**src/core/pfs_defines.svh**
```systemverilog
// Constants of the program flow state block: status word fields, reset values, stack layout.
// Assumes inclusion by bare name from design files.
`ifndef PFS_DEFINES_SVH
`define PFS_DEFINES_SVH
// =====================================================
// Status word field positions
`define PFS_SW_SP_LSB 0
`define PFS_SW_MB0 3
`define PFS_SW_MB1 4
`define PFS_SW_RB 5
`define PFS_SW_AC 6
`define PFS_SW_CY 7
// =====================================================
// Reset values
`define PFS_SW_RESET 8'h00
`define PFS_PC_RESET 13'h0000
// =====================================================
// Stack area
`define PFS_STACK_BASE 6'h08
`define PFS_STACK_DEPTH 8
`define PFS_PC_LOW_BITS 11
`endif

```
**src/core/pfs_pkg.sv**
```systemverilog
// Types of the program flow state block.
// Assumes nothing of its surroundings.
package pfs_pkg;
    typedef enum logic [3:0]
    {
        PFS_OP_NONE = 4'h0,
        PFS_OP_STEP = 4'h1,
        PFS_OP_JUMP = 4'h2,
        PFS_OP_CALL = 4'h3,
        PFS_OP_COND_JUMP = 4'h4,
        PFS_OP_SEL_BANK = 4'h5,
        PFS_OP_INT_ENTRY = 4'h6,
        PFS_OP_PLAIN_RETURN = 4'h7,
        PFS_OP_RETURN_RESTORING = 4'h8,
        PFS_OP_SW_WRITE = 4'h9,
        PFS_OP_ALU = 4'ha
    } pfs_op_e;
    typedef enum logic [1:0]
    {
        PFS_ST_IDLE = 2'b00,
        PFS_ST_SECOND = 2'b01
    } pfs_state_e;
endpackage

```
**src/core/pfs_core.sv**
```systemverilog
// Program counter, status word, accumulator pair and circular return stack of the CPU.
// Assumes the sequencer issues one operation per cycle on op and holds it for one cycle;
// calls and interrupt entries take two cycles, during which op must be none.
//
// Added by the designer: the plain strobed port and the placing of the registers.
`timescale 1ns/1ps
`include "pfs_defines.svh"
// How it works
// - Carry or borrow out of low accumulator moves into the high accumulator.
// - Writing zero to status bit 6 clears auxiliary carry.
// - Program counter is 13 bits: 11 counting bits, 2 latched bank bits.
// - Jump and call load the upper latches from status bits 3 and 4.
// - Bank bits change only by bank select, status word write or either return.
// - Counting past a 2k bank end wraps within the same bank.
// - Conditional jump replaces only the low byte, staying in its page.
// - Interrupt entry leaves bank bits unchanged.
// - Status bits 0-2 mirror the stack index, 3-4 bank, 5 register bank.
// - Bit 6 captures carry from bit 3 into bit 4 on an add.
// - Bit 7 is the carry out of the 8-bit accumulator.
// - Calls and interrupts push status bits 3-7 with the program counter.
// - Plain return restores bank bits only; restoring return restores all five.
// - User flag zero is never stacked and keeps its value.
// - Reset clears status bits 0 to 5.
// - Stack index is a 3-bit up/down counter over RAM 8 to 23.
// - Each entry is two bytes; index zero addresses locations 8 and 9.
// - Index wraps 111 to 000 on push and 000 to 111 on pop silently.
// - Odd stack bytes carry two extra bits for the bank bits.
module pfs_core
(
    input wire logic sys_clk,
    input wire logic reset,
    input wire pfs_pkg::pfs_op_e op,
    input wire logic [12:0] target,
    input wire logic [1:0] bank_sel,
    input wire logic [7:0] sw_wdata,
    input wire logic [7:0] alu_a,
    input wire logic [7:0] alu_b,
    input wire logic alu_sub,
    input wire logic flag_zero_wr,
    input wire logic flag_zero_val,
    output logic [12:0] pc,
    output logic [7:0] program_status_word,
    output logic [7:0] accumulator,
    output logic [7:0] upper_accumulator,
    output logic user_flag_zero,
    output logic busy
);
    pfs_pkg::pfs_state_e state;
    logic [2:0] stack_index;
    logic [1:0] bank_ff;
    logic reg_bank;
    logic aux_carry;
    logic carry;
    logic [12:0] return_pc;
    logic [4:0] saved_bits;
    logic entry_call;
    logic stk_wr;
    logic [3:0] stk_wr_index;
    logic [9:0] stk_wr_data;
    logic [3:0] stk_rd_index;
    logic [9:0] stk_rd_data;
    logic [2:0] pop_index;
    logic is_return;
    logic [8:0] low_sum;
    logic [4:0] nib_sum;
    // =====================================================
    // Helpers
    function automatic logic [12:0] next_in_bank(input logic [12:0] cur);
        logic [10:0] low;
        low = cur[10:0] + 11'h001;
        return {cur[12:11], low};
    endfunction
    function automatic logic [3:0] entry_byte(input logic [2:0] idx, input logic odd);
        return {idx, odd};
    endfunction
    // =====================================================
    // Sequencing state
    always_ff @(posedge sys_clk or posedge reset)
    begin
        if (reset)
        begin
            state <= pfs_pkg::PFS_ST_IDLE;
        end
        else if (state == pfs_pkg::PFS_ST_IDLE &&
                 (op == pfs_pkg::PFS_OP_CALL || op == pfs_pkg::PFS_OP_INT_ENTRY))
        begin
            state <= pfs_pkg::PFS_ST_SECOND;
        end
        else
        begin
            state <= pfs_pkg::PFS_ST_IDLE;
        end
    end
    always_ff @(posedge sys_clk or posedge reset)
    begin
        if (reset)
        begin
            busy <= 1'b0;
        end
        else
        begin
            busy <= state == pfs_pkg::PFS_ST_IDLE &&
                    (op == pfs_pkg::PFS_OP_CALL || op == pfs_pkg::PFS_OP_INT_ENTRY);
        end
    end
    // =====================================================
    // Push capture: the return address and status bits are frozen at entry,
    // so the second byte written matches the first.
    always_ff @(posedge sys_clk or posedge reset)
    begin
        if (reset)
        begin
            return_pc <= `PFS_PC_RESET;
            saved_bits <= 5'h00;
            entry_call <= 1'b0;
        end
        else if (state == pfs_pkg::PFS_ST_IDLE &&
                 (op == pfs_pkg::PFS_OP_CALL || op == pfs_pkg::PFS_OP_INT_ENTRY))
        begin
            return_pc <= next_in_bank(pc);
            saved_bits <= program_status_word[7:3];
            entry_call <= op == pfs_pkg::PFS_OP_CALL;
        end
    end
    // Stack writes: even byte first, odd byte in the second cycle.
    always_comb
    begin
        stk_wr = 1'b0;
        stk_wr_index = entry_byte(stack_index, 1'b0);
        stk_wr_data = 10'h000;
        if (state == pfs_pkg::PFS_ST_IDLE &&
            (op == pfs_pkg::PFS_OP_CALL || op == pfs_pkg::PFS_OP_INT_ENTRY))
        begin
            stk_wr = 1'b1;
            stk_wr_data = {2'b00, 8'(next_in_bank(pc))};
        end
        else if (state == pfs_pkg::PFS_ST_SECOND)
        begin
            stk_wr = 1'b1;
            stk_wr_index = entry_byte(stack_index, 1'b1);
            stk_wr_data = {return_pc[12:11], saved_bits[4:2], return_pc[10:8],
                           saved_bits[1:0]};
        end
    end
    assign pop_index = stack_index - 3'h1;
    assign stk_rd_index = entry_byte(pop_index, 1'b1);
    pfs_stack_ram u_stack
    (
        .sys_clk(sys_clk),
        .reset(reset),
        .wr_en(stk_wr),
        .wr_index(stk_wr_index),
        .wr_data(stk_wr_data),
        .rd_index(stk_rd_index),
        .rd_data(stk_rd_data)
    );
    // Even byte of the popped entry is read from a second copy of the store, written alongside the first.
    logic [9:0] even_byte;
    pfs_stack_ram u_stack_even
    (
        .sys_clk(sys_clk),
        .reset(reset),
        .wr_en(stk_wr),
        .wr_index(stk_wr_index),
        .wr_data(stk_wr_data),
        .rd_index(entry_byte(pop_index, 1'b0)),
        .rd_data(even_byte)
    );
    assign is_return = op == pfs_pkg::PFS_OP_PLAIN_RETURN ||
                       op == pfs_pkg::PFS_OP_RETURN_RESTORING;
    // =====================================================
    // Stack index
    always_ff @(posedge sys_clk or posedge reset)
    begin
        if (reset)
        begin
            stack_index <= 3'h0;
        end
        else if (state == pfs_pkg::PFS_ST_SECOND)
        begin
            stack_index <= stack_index + 3'h1;
        end
        else if (state == pfs_pkg::PFS_ST_IDLE && is_return)
        begin
            stack_index <= pop_index;
        end
        else if (state == pfs_pkg::PFS_ST_IDLE && op == pfs_pkg::PFS_OP_SW_WRITE)
        begin
            stack_index <= sw_wdata[2:0];
        end
    end
    // =====================================================
    // Program counter
    always_ff @(posedge sys_clk or posedge reset)
    begin
        if (reset)
        begin
            pc <= `PFS_PC_RESET;
        end
        else if (state == pfs_pkg::PFS_ST_SECOND)
        begin
            pc <= {entry_call ? bank_ff : target[12:11], target[10:0]};
        end
        else if (state == pfs_pkg::PFS_ST_IDLE)
        begin
            unique case (op)
                pfs_pkg::PFS_OP_STEP: pc <= next_in_bank(pc);
                pfs_pkg::PFS_OP_JUMP: pc <= {bank_ff, target[10:0]};
                pfs_pkg::PFS_OP_CALL: pc <= pc;
                // Interrupt vector takes its bank bits from target, not the latches, which stay unchanged.
                pfs_pkg::PFS_OP_INT_ENTRY: pc <= pc;
                pfs_pkg::PFS_OP_COND_JUMP: pc <= {pc[12:8], target[7:0]};
                pfs_pkg::PFS_OP_PLAIN_RETURN,
                pfs_pkg::PFS_OP_RETURN_RESTORING:
                    pc <= {stk_rd_data[9:8], stk_rd_data[4:2], even_byte[7:0]};
                default: pc <= pc;
            endcase
        end
    end
    // =====================================================
    // Bank bits, register bank and flags of the status word
    always_ff @(posedge sys_clk or posedge reset)
    begin
        if (reset)
        begin
            bank_ff <= 2'b00;
            reg_bank <= 1'b0;
        end
        else if (state == pfs_pkg::PFS_ST_IDLE)
        begin
            if (op == pfs_pkg::PFS_OP_SEL_BANK)
            begin
                bank_ff <= bank_sel;
            end
            else if (op == pfs_pkg::PFS_OP_SW_WRITE)
            begin
                bank_ff <= sw_wdata[`PFS_SW_MB1:`PFS_SW_MB0];
                reg_bank <= sw_wdata[`PFS_SW_RB];
            end
            else if (is_return)
            begin
                bank_ff <= stk_rd_data[1:0];
                if (op == pfs_pkg::PFS_OP_RETURN_RESTORING)
                begin
                    reg_bank <= stk_rd_data[5];
                end
            end
        end
    end
    assign low_sum = alu_sub ? {1'b0, alu_a} - {1'b0, alu_b} : {1'b0, alu_a} + {1'b0, alu_b};
    assign nib_sum = {1'b0, alu_a[3:0]} + {1'b0, alu_b[3:0]};
    always_ff @(posedge sys_clk or posedge reset)
    begin
        if (reset)
        begin
            aux_carry <= 1'b0;
            carry <= 1'b0;
            accumulator <= 8'h00;
            upper_accumulator <= 8'h00;
        end
        else if (state == pfs_pkg::PFS_ST_IDLE)
        begin
            if (op == pfs_pkg::PFS_OP_SW_WRITE)
            begin
                aux_carry <= sw_wdata[`PFS_SW_AC];
                carry <= sw_wdata[`PFS_SW_CY];
            end
            else if (op == pfs_pkg::PFS_OP_RETURN_RESTORING)
            begin
                aux_carry <= stk_rd_data[6];
                carry <= stk_rd_data[7];
            end
            else if (op == pfs_pkg::PFS_OP_ALU)
            begin
                accumulator <= low_sum[7:0];
                carry <= low_sum[8];
                if (!alu_sub)
                begin
                    aux_carry <= nib_sum[4];
                end
                if (low_sum[8])
                begin
                    upper_accumulator <= alu_sub ? upper_accumulator - 8'h01
                                                 : upper_accumulator + 8'h01;
                end
            end
        end
    end
    // User flag zero sits outside the stack path entirely.
    always_ff @(posedge sys_clk or posedge reset)
    begin
        if (reset)
        begin
            user_flag_zero <= 1'b0;
        end
        else if (flag_zero_wr)
        begin
            user_flag_zero <= flag_zero_val;
        end
    end
    assign program_status_word = {carry, aux_carry, reg_bank, bank_ff, stack_index};
    // =====================================================
    // Checks
    property p_jump_latch;
        @(posedge sys_clk) disable iff (reset)
        (state == pfs_pkg::PFS_ST_IDLE && op == pfs_pkg::PFS_OP_JUMP)
            |=> pc[12:11] == $past(bank_ff);
    endproperty
    a_jump_latch: assert property (p_jump_latch) else $error("jump latch wrong");
    property p_wrap;
        @(posedge sys_clk) disable iff (reset)
        (state == pfs_pkg::PFS_ST_IDLE && op == pfs_pkg::PFS_OP_STEP && pc[10:0] == 11'h7ff)
            |=> pc == {$past(pc[12:11]), 11'h000};
    endproperty
    a_wrap: assert property (p_wrap) else $error("bank wrap wrong");
    property p_page;
        @(posedge sys_clk) disable iff (reset)
        (state == pfs_pkg::PFS_ST_IDLE && op == pfs_pkg::PFS_OP_COND_JUMP)
            |=> pc[12:8] == $past(pc[12:8]);
    endproperty
    a_page: assert property (p_page) else $error("page left");
    property p_sel_only;
        @(posedge sys_clk) disable iff (reset)
        (state == pfs_pkg::PFS_ST_IDLE && op == pfs_pkg::PFS_OP_SEL_BANK)
            |=> bank_ff == $past(bank_sel) && pc[12:11] == $past(pc[12:11]);
    endproperty
    a_sel_only: assert property (p_sel_only) else $error("bank select wrong");
    property p_int_bank;
        @(posedge sys_clk) disable iff (reset)
        (state == pfs_pkg::PFS_ST_IDLE && op == pfs_pkg::PFS_OP_INT_ENTRY)
            |=> $stable(bank_ff) ##1 $stable(bank_ff);
    endproperty
    a_int_bank: assert property (p_int_bank) else $error("interrupt moved bank");
    property p_push_inc;
        @(posedge sys_clk) disable iff (reset)
        (state == pfs_pkg::PFS_ST_IDLE && op == pfs_pkg::PFS_OP_CALL)
            |-> ##2 stack_index == $past(stack_index, 2) + 3'h1;
    endproperty
    a_push_inc: assert property (p_push_inc) else $error("push index wrong");
    property p_pop_dec;
        @(posedge sys_clk) disable iff (reset)
        (state == pfs_pkg::PFS_ST_IDLE && is_return)
            |=> stack_index == $past(stack_index) - 3'h1;
    endproperty
    a_pop_dec: assert property (p_pop_dec) else $error("pop index wrong");
    property p_plain_ret;
        @(posedge sys_clk) disable iff (reset)
        (state == pfs_pkg::PFS_ST_IDLE && op == pfs_pkg::PFS_OP_PLAIN_RETURN)
            |=> program_status_word[7:5] == $past(program_status_word[7:5]);
    endproperty
    a_plain_ret: assert property (p_plain_ret) else $error("plain return flags");
    property p_mirror;
        @(posedge sys_clk) disable iff (reset)
        (op == pfs_pkg::PFS_OP_SW_WRITE && !busy) |=> program_status_word == $past(sw_wdata);
    endproperty
    a_mirror: assert property (p_mirror) else $error("index mirror");
    property p_upper;
        @(posedge sys_clk) disable iff (reset)
        (state == pfs_pkg::PFS_ST_IDLE && op == pfs_pkg::PFS_OP_ALU && !alu_sub && low_sum[8])
            |=> upper_accumulator == $past(upper_accumulator) + 8'h01;
    endproperty
    a_upper: assert property (p_upper) else $error("upper carry");
    c_call: cover property (@(posedge sys_clk) disable iff (reset)
        op == pfs_pkg::PFS_OP_CALL ##2 op == pfs_pkg::PFS_OP_PLAIN_RETURN);
    c_int: cover property (@(posedge sys_clk) disable iff (reset)
        op == pfs_pkg::PFS_OP_INT_ENTRY ##2 op == pfs_pkg::PFS_OP_RETURN_RESTORING);
    c_wrap_idx: cover property (@(posedge sys_clk) disable iff (reset)
        stack_index == 3'h7 ##1 stack_index == 3'h0);
endmodule

```
**src/core/pfs_stack_ram.sv**
```systemverilog
// Holds the sixteen stack bytes; odd bytes carry two extra bits.
// Assumes the caller gives one write per cycle and reads combinationally.
`timescale 1ns/1ps
`include "pfs_defines.svh"
module pfs_stack_ram
(
    input wire logic sys_clk,
    input wire logic reset,
    input wire logic wr_en,
    input wire logic [3:0] wr_index,
    input wire logic [9:0] wr_data,
    input wire logic [3:0] rd_index,
    output logic [9:0] rd_data
);
    logic [9:0] mem [0:2*`PFS_STACK_DEPTH-1];
    // =====================================================
    // Storage
    always_ff @(posedge sys_clk or posedge reset)
    begin
        if (reset)
        begin
            for (int i = 0; i < 2*`PFS_STACK_DEPTH; i++)
            begin
                mem[i] <= 10'h000;
            end
        end
        else if (wr_en)
        begin
            // Even bytes are plain eight bits wide, so the extra bits stay zero there.
            mem[wr_index] <= wr_index[0] ? wr_data : {2'b00, wr_data[7:0]};
        end
    end
    assign rd_data = mem[rd_index];
endmodule

```
**config.mk**
```make
export PLATFORM = sky130hd
export DESIGN_NAME = pfs_core
export DESIGN_NICKNAME = d
export VERILOG_FILES = /design/src/core/pfs_pkg.sv /design/src/core/pfs_core.sv /design/src/core/pfs_stack_ram.sv
export VERILOG_INCLUDE_DIRS = /design/src /design/src/core
export SDC_FILE = /design/constraint.sdc
export NUM_CORES = 1
export LEC_CHECK = 0
export ABC_AREA = 0
export BUFFER_PORTS_ARGS = -buffer_cell sky130_fd_sc_hd__clkbuf_2
export CAP_MARGIN = 25
export CORE_MARGIN = 8
export CORE_UTILIZATION = 40
export DETAILED_ROUTE_END_ITERATION = 6
export GPL_ROUTABILITY_DRIVEN = 0
export PLACE_DENSITY_LB_ADDON = 0.1
export RECOVER_POWER = 100
export SLEW_MARGIN = 20
export SYNTH_ARGS = -nofsm -noshare
export SYNTH_HDL_FRONTEND = slang
export SYNTH_SLANG_ARGS = --single-unit
export TNS_END_PERCENT = 1
```
**constraint.sdc**
```tcl
create_clock -name sys_clk -period 13.9 [get_ports sys_clk]
set_input_delay 1.39 -clock sys_clk [delete_from_list [all_inputs] [get_ports sys_clk]]
set_output_delay 1.39 -clock sys_clk [all_outputs]
set_load 0.02 [all_outputs]
```
==> results of run 1 <==
==> sequential cells by signal (all words and copies together), names as in the netlist <==
signal             cells
upper_accumulator      8
entry_call             1
aux_carry              1
pc                    13
user_flag_zero         1
reg_bank               1
accumulator            8
carry                  1
saved_bits             5
return_pc              5
u_stack_even.mem      64
stack_index            3
bank_ff                2
busy                   1
u_stack.mem           80
==> stage by stage <==
step	instances	instance area (sq um)	total power [uW]	util (%)
after global routing	1366	11000	2620	45.4
after global placement	1330	10500	1930	43.2
after floorplan	972	9910	1650	-
final	1366	11000	2440	45.4
after CTS	1363	11200	2470	45.9
after detailed placement	1331	10500	1940	43.3
==> layer usage <==
layer  wire length (um)  vias to the layer above  global-route usage (%)
met5                  0                        -                       0
met4                242                        0                    4.06
met3               1170                       20                    3.44
met2              11800                      161                    27.5
met1              12900                     3591                    25.6
li1                   -                     3549                       -
==> report_power, final <==
part	switching, uW	internal, uW	total (uW)
combinational	528	418	946
clock	246	279	526
sequential	168	798	966
==> kinds of logic after synthesis <==
family,share of synthesized area [%]
adders and majority gates,3.18
muxes,11.9
and+or+nand+nor,14.2
DFF,49.0
AOI/OAI and AO/OA,14.9
xor gates and xnor gates,2.82
buffers and inverters,3.99
==> final cells by class <==
| cell class | count | area share [%] |
|---|---|---|
| timing repair buffer | 101 | 4.27 |
| multi-input combinational | 695 | 41.6 |
| tap | 324 | 3.67 |
| inverter | 20 | 0.691 |
| clock inverter | 15 | 1.95 |
| sequential | 194 | 44.0 |
| clock buffer | 17 | 3.85 |
==> how the worst max path moves through the flow <==
stage,startpoint,to,slack [ns],cells past startpoint
floorplan,reset,accumulator[0],7.23,1
global placement,alu_b[2],upper_accumulator[7],10.01,11
detailed placement,alu_b[4],upper_accumulator[7],9.94,11
CTS,stack_index[1],pc[4],10.31,8
global route,reset,stack_index[0],7.38,2
finish,reset,stack_index[0],8.56,2
==> cell usage in the layout, fill, tap and decap left out, types with 9 or more instances in the layout <==
cell       synthesis  routed
dfrtp_1          194     193
a21oi_1           94      98
mux4_2            36      36
clkbuf_2           0      46
nor2_1           107     107
a221oi_1           9       9
clkbuf_1          23      51
ha_1              22      21
o21ai_0           95      96
nor3_1            21      24
xnor2_1           18      18
mux2i_1           13      13
xor2_1            12      12
inv_1             19      19
mux2_2            21      21
clkbuf_16          0      17
nand2_1          131     132
==> impl_metrics.json, run 1 <==
{
  "coreArea_sq_mm": 0.0243,
  "globalRouteOverflowTotal": 0,
  "clock_tree.buffer_depth": 2,
  "synth_ff_type": "dfrtp_1",
  "synth_top_cells_by_count": "dfrtp_1, nand2_1, nor2_1",
  "cp_cell_sequence": "clkbuf_2 > clkinvlp_2",
  "type_of_the_worst_setup_path": "in -> async",
  "final_cycle_utilization_of_the_critical_path_pct": 38.4,
  "vias": 7321,
  "place.port_buffers": 86,
  "cts.sink_count": 194,
  "rr_endpoint": "u_stack.mem[8]",
  "synth.distinct_cells": 63,
  "final_net_count": 1101,
  "nFillCells": 2363,
  "leading_post_synthesis_cells_by_cell_area": "dfrtp_1, mux4_2, nand2_1",
  "cts_hold_repair.buffers": 0,
  "die_w_um": 173,
  "yosys.area.top_type": "dfrtp_1",
  "worst_hold_path_type": "reg -> reg",
  "worstHoldEndpoint": "upper_accumulator[7]",
  "crit_path_max_fanout": 121,
  "hold_violations": 0,
  "ctsResizeCount": 0,
  "clk_pin_slew_worst_paths_ns": 0.07,
  "avgRoutedWirePerCell_um": 19.1,
  "synth.cell_area_sq_mm": 0.00991,
  "grt_antenna_before_repair": 0,
  "syn_area_per_cell_sq_um": 10.2,
  "initial_core_util_pct": 40.7,
  "clock_skew_ns": 0.0135,
  "clk-insertion-delay-late_ns": 0.44,
  "number_of_buffers_inserted_during_clock_tree_synthesis": 17,
  "finalWirelength_um": 26000,
  "max_cap_viol_count": 5,
  "clock_tree_from_tritoncts": "built",
  "antenna_violating_nets_post_route": 0,
  "totalNegativeSetupSlack_ns": 0,
  "cts_htree_levels": 4,
  "synth_warn": 0,
  "cellLeakagePower_uw": 0.00475,
  "post_route_cells_drive_above_1_share_pct": 14.5,
  "critical-path-slowest-cell": "clkinvlp_2",
  "violated_checks": "max-capacitance violations, max-slew violations",
  "cp_data_required_time_ns": 13.13,
  "timing.critical_path.buf_inv": 2,
  "timing.reg2reg.worst_path_depth": 3,
  "timing.hold.ws_ns": 0.476,
  "grt_max_degree": 122,
  "multiInputGateArea_sq_mm": 0.00459,
  "number_of_global_route_vias_before_repair": 7458,
  "power_density_mw_per_mm2": 221,
  "post-cts-setup-buffers": 0,
  "fin_ws_ns": 8.56,
  "ys_seq_elements": 194,
  "initialDrtViolationCount": 491,
  "fmax_ghz": 0.187,
  "report.final.slew_viol_count": 270,
  "die_area_sq_mm": 0.0301,
  "die-height_um": 173,
  "critical_path.startpoint_type": "input pin",
  "critPathArrivalTime_ns": 4.56,
  "fp-row-count": 57,
  "cell_with_the_most_instances_after_synthesis": "dfrtp_1",
  "synth-async-reset-ratio_pct": 100,
  "syn_inst": 972,
  "seq_area_frac_synth_pct": 49.0,
  "period_minus_slack_ns": 5.34,
  "grt_setup_unrepaired": "no",
  "timing.max_slew.rel_slack_pct": -266,
  "report.final.setup_viol": 0,
  "hold_start": "upper_accumulator[7]",
  "clk_root_buffer_cell": "clkbuf_16",
  "r2r_start": "stack_index[0]",
  "flop_to_flop_setup_slack_ns": 8.64,
  "diode_count": 0,
  "worst_setup_path_end_kind": "async pin",
  "drc": 0,
  "drt_first_pass_iters": 5,
  "detailed_place_hpwl_um": 18000,
  "track_usage_pct": 17.9,
  "post_detailed_route_via_to_cell_ratio": 5.36,
  "irDropWorstVdd_uv": 106,
  "mappedNetlistNets": 1044,
  "cpPeakStageDelay_ns": 2.99,
  "cpLargestDelayFamily": "buffers and inverters",
  "status": "complete, but fails checks",
  "io_pins": 87,
  "seqCellArea_sq_mm": 0.00486,
  "place_worst_setup_slack_ns": 9.94,
  "worst_hold_path.num_cells": 1,
  "yosys.area.top_type_share_pct": 49.0,
  "first_pass_grt_wire_length_um": 42900,
  "tightest_slew_ns": 5.46,
  "synth_edf_count": 0,
  "area_growth_pct": 11.4
}
Power figures use the tool's default switching activity.
==> inputs of run 2 (changes only) <==
ABC_AREA = 1   (was 0)
clock period = 5.2 ns   (was 13.9 ns; I/O delays follow)
==> run 2 against run 1 <==
Net effect: the flow still finishes with violations (max-capacitance violations, max-slew violations); area after synthesis is 6.5% higher; non-clock buffer count is 4 lower; largest cell class unchanged; global-route usage is 2.7 points higher; core utilization is 0.89 points lower; die area is 5.9% higher; register-to-register slack worse by 7.1 ns; clock skew is 0.0036 ns higher.
==> impl_metrics.json, run 2 <==
{
  "grt_antenna_before_repair": 0,
  "syn_area_per_cell_sq_um": 7.62,
  "cts_hold_repair.buffers": 0,
  "period_minus_slack_ns": 3.66,
  "place.port_buffers": 86,
  "initialDrtViolationCount": 674,
  "flop_to_flop_setup_slack_ns": 1.54,
  "cell_with_the_most_instances_after_synthesis": "nand2_1",
  "post-cts-setup-buffers": 0,
  "ctsResizeCount": 0,
  "final_cycle_utilization_of_the_critical_path_pct": 70.4,
  "synth.cell_area_sq_mm": 0.0106,
  "die_area_sq_mm": 0.0318,
  "fin_ws_ns": 1.54,
  "die_w_um": 178,
  "synth_top_cells_by_count": "nand2_1, dfrtp_1, o21ai_0",
  "post_layout_nonfiller_instances": 1784,
  "synth-async-reset-ratio_pct": 100,
  "clock_skew_ns": 0.0171,
  "synth_adder_area_share_pct": 2.99,
  "post_detailed_route_via_to_cell_ratio": 5.15,
  "worst_setup_path_startpoint": "stack_index[0]",
  "vias": 9181,
  "diode_count": 0,
  "max_cap_viol_count": 2,
  "io_pins": 87,
  "postLayoutCellArea_sq_mm": 0.0116,
  "globalRouteOverflowTotal": 0,
  "synth_warn": 0,
  "avgRoutedWirePerCell_um": 18.1,
  "violated_checks": "max-capacitance violations, max-slew violations",
  "area_growth_pct": 9.58,
  "number_of_global_route_vias_before_repair": 8732,
  "synth.distinct_cells": 42,
  "drc": 0,
  "status": "complete, but fails checks",
  "drt_first_pass_iters": 5,
  "detailed_place_hpwl_um": 22600,
  "clk_root_buffer_cell": "clkbuf_16",
  "post-place-cells": 1752,
  "cellLeakagePower_uw": 0.00558,
  "grt_max_degree": 150,
  "critPathArrivalTime_ns": 4.05,
  "post_route_cells_drive_above_1_share_pct": 7.38,
  "timing.max_slew.rel_slack_pct": -71.6,
  "leading_post_synthesis_cells_by_cell_area": "dfrtp_1, nand2_1, o21ai_0",
  "fmax_ghz": 0.273,
  "final_common_cell": "nand2_1",
  "initial_core_util_pct": 40.6,
  "coreArea_sq_mm": 0.0260,
  "placed_area_sq_mm": 0.0112,
  "synth_ff_type": "dfrtp_1",
  "synth_edf_count": 0,
  "worst_hold_path_type": "in -> async",
  "track_usage_pct": 20.6,
  "timing.reg2reg.worst_path_depth": 9,
  "ys_seq_elements": 194,
  "cts.sink_count": 194,
  "yosys.area_share.simple_pct": 25.7,
  "place_worst_setup_slack_ns": 2.24,
  "post_synth_mux_area_share_pct": 0.107,
  "final_net_count": 1509,
  "critical_path.startpoint_type": "flip-flop",
  "synth_top_family_by_area": "simple AND/OR/NAND/NOR gates",
  "synth_compound_area_share_pct": 14.7,
  "totalNegativeSetupSlack_ns": 0,
  "grt_setup_unrepaired": "no",
  "seq_area_frac_synth_pct": 46.0,
  "antenna_violating_nets_post_route": 0,
  "rr_endpoint": "pc[10]",
  "type_of_the_worst_setup_path": "reg -> reg",
  "crit_path_max_fanout": 52,
  "yosys.area.top_type": "dfrtp_1",
  "max_reg_flops": 80,
  "post_synth_xor_area_fraction_pct": 2.06,
  "power_density_mw_per_mm2": 523,
  "number_of_buffers_inserted_during_clock_tree_synthesis": 17,
  "cts_htree_levels": 4,
  "largest_registers": "u_stack.mem: 80 flops, u_stack_even.mem: 64 flops, pc: 13 flops",
  "endpoint": "pc[10]",
  "fp-row-count": 59,
  "syn_inst": 1385,
  "most-common-layout-cells": "nand2_1, dfrtp_1, o21ai_0",
  "clock_tree.buffer_depth": 2,
  "r2r_start": "stack_index[0]",
  "first_pass_grt_wire_length_um": 50600,
  "clock_tree_from_tritoncts": "built",
  "tightest_slew_ns": 2.57,
  "max_flop_register": "u_stack.mem",
  "die-height_um": 178,
  "finalWirelength_um": 32400,
  "irDropWorstVdd_uv": 376,
  "clk_pin_slew_worst_paths_ns": 0.09,
  "report.final.setup_viol": 0,
  "yosys.area.top_type_share_pct": 46.0,
  "hold_violations": 0,
  "report.final.slew_viol_count": 66,
  "clk-insertion-delay-late_ns": 0.44,
  "cp_data_required_time_ns": 5.59,
  "worst_setup_path_end_kind": "flip-flop",
  "mappedNetlistNets": 1457
}
==> run 2: worst min path at each step <==
stage	from	to
6_report	reset	u_stack_even.mem[14]
5_1_grt	flag_zero_val	user_flag_zero
4_1_cts	flag_zero_val	user_flag_zero
3_5_place_dp	u_stack_even.mem[157]	u_stack_even.mem[157]
3_3_place_gp	u_stack_even.mem[115]	u_stack_even.mem[115]
2_1_floorplan	u_stack_even.mem[16]	u_stack_even.mem[16]
==> run 2: logic make-up (layout without fill, tap and decap cells) <==
kind of cell / Yosys count / count (layout)
fa+ha+maj: 24 / 24
compound gates: 283 / 283
xor+xnor: 24 / 24
buf+inv: 208 / 272
simple gates: 651 / 651
mux: 1 / 1
flops: 194 / 194
==> run 2: final cells by class <==
class | count | area, sq um
fillers | 2709 | 14400
inverters | 144 | 544
flip-flops and latches | 194 | 4850
clock buffers | 17 | 425
multi-input cells | 983 | 4730
well taps | 335 | 419
clock inverters | 14 | 130
repair buffers | 97 | 463
==> run 2: metal layers <==
metal,GRT usage (%),vias up,part of all wire (%)
met3,2.88,38,3.8
li1,-,4563,-
met1,27.2,4345,46
met5,0,-,0
met4,8.03,0,2.7
met2,33.7,235,47
==> run 2: report_power, final <==
| part | internal (uW) | switching [uW] |
|---|---|---|
| registers | 2060 | 374 |
| clock network | 629 | 649 |
| logic | 778 | 1550 |
| total | 3470 | 2580 |
==> run 2: worst max-delay path, cell delays in order (launching register included) <==
cell	delay, ns
dfrtp_1	1.33
inv_1	0.17
ha_2	0.39
clkbuf_2	0.87
o211ai_1	0.22
nand3_1	0.19
nand3_1	0.16
nand3_1	0.15
nand2_1	0.06
nand2_1	0.05
==> run 2: through the flow <==
step	hold WS, ns	total power (uW)	util [%]
after floorplan	0.437	4080	-
after global placement	0.460	4830	42.9
after detailed placement	0.461	4850	42.9
after CTS	0.302	6140	45.1
after global routing	0.289	6500	44.5
final	0.237	6040	44.5
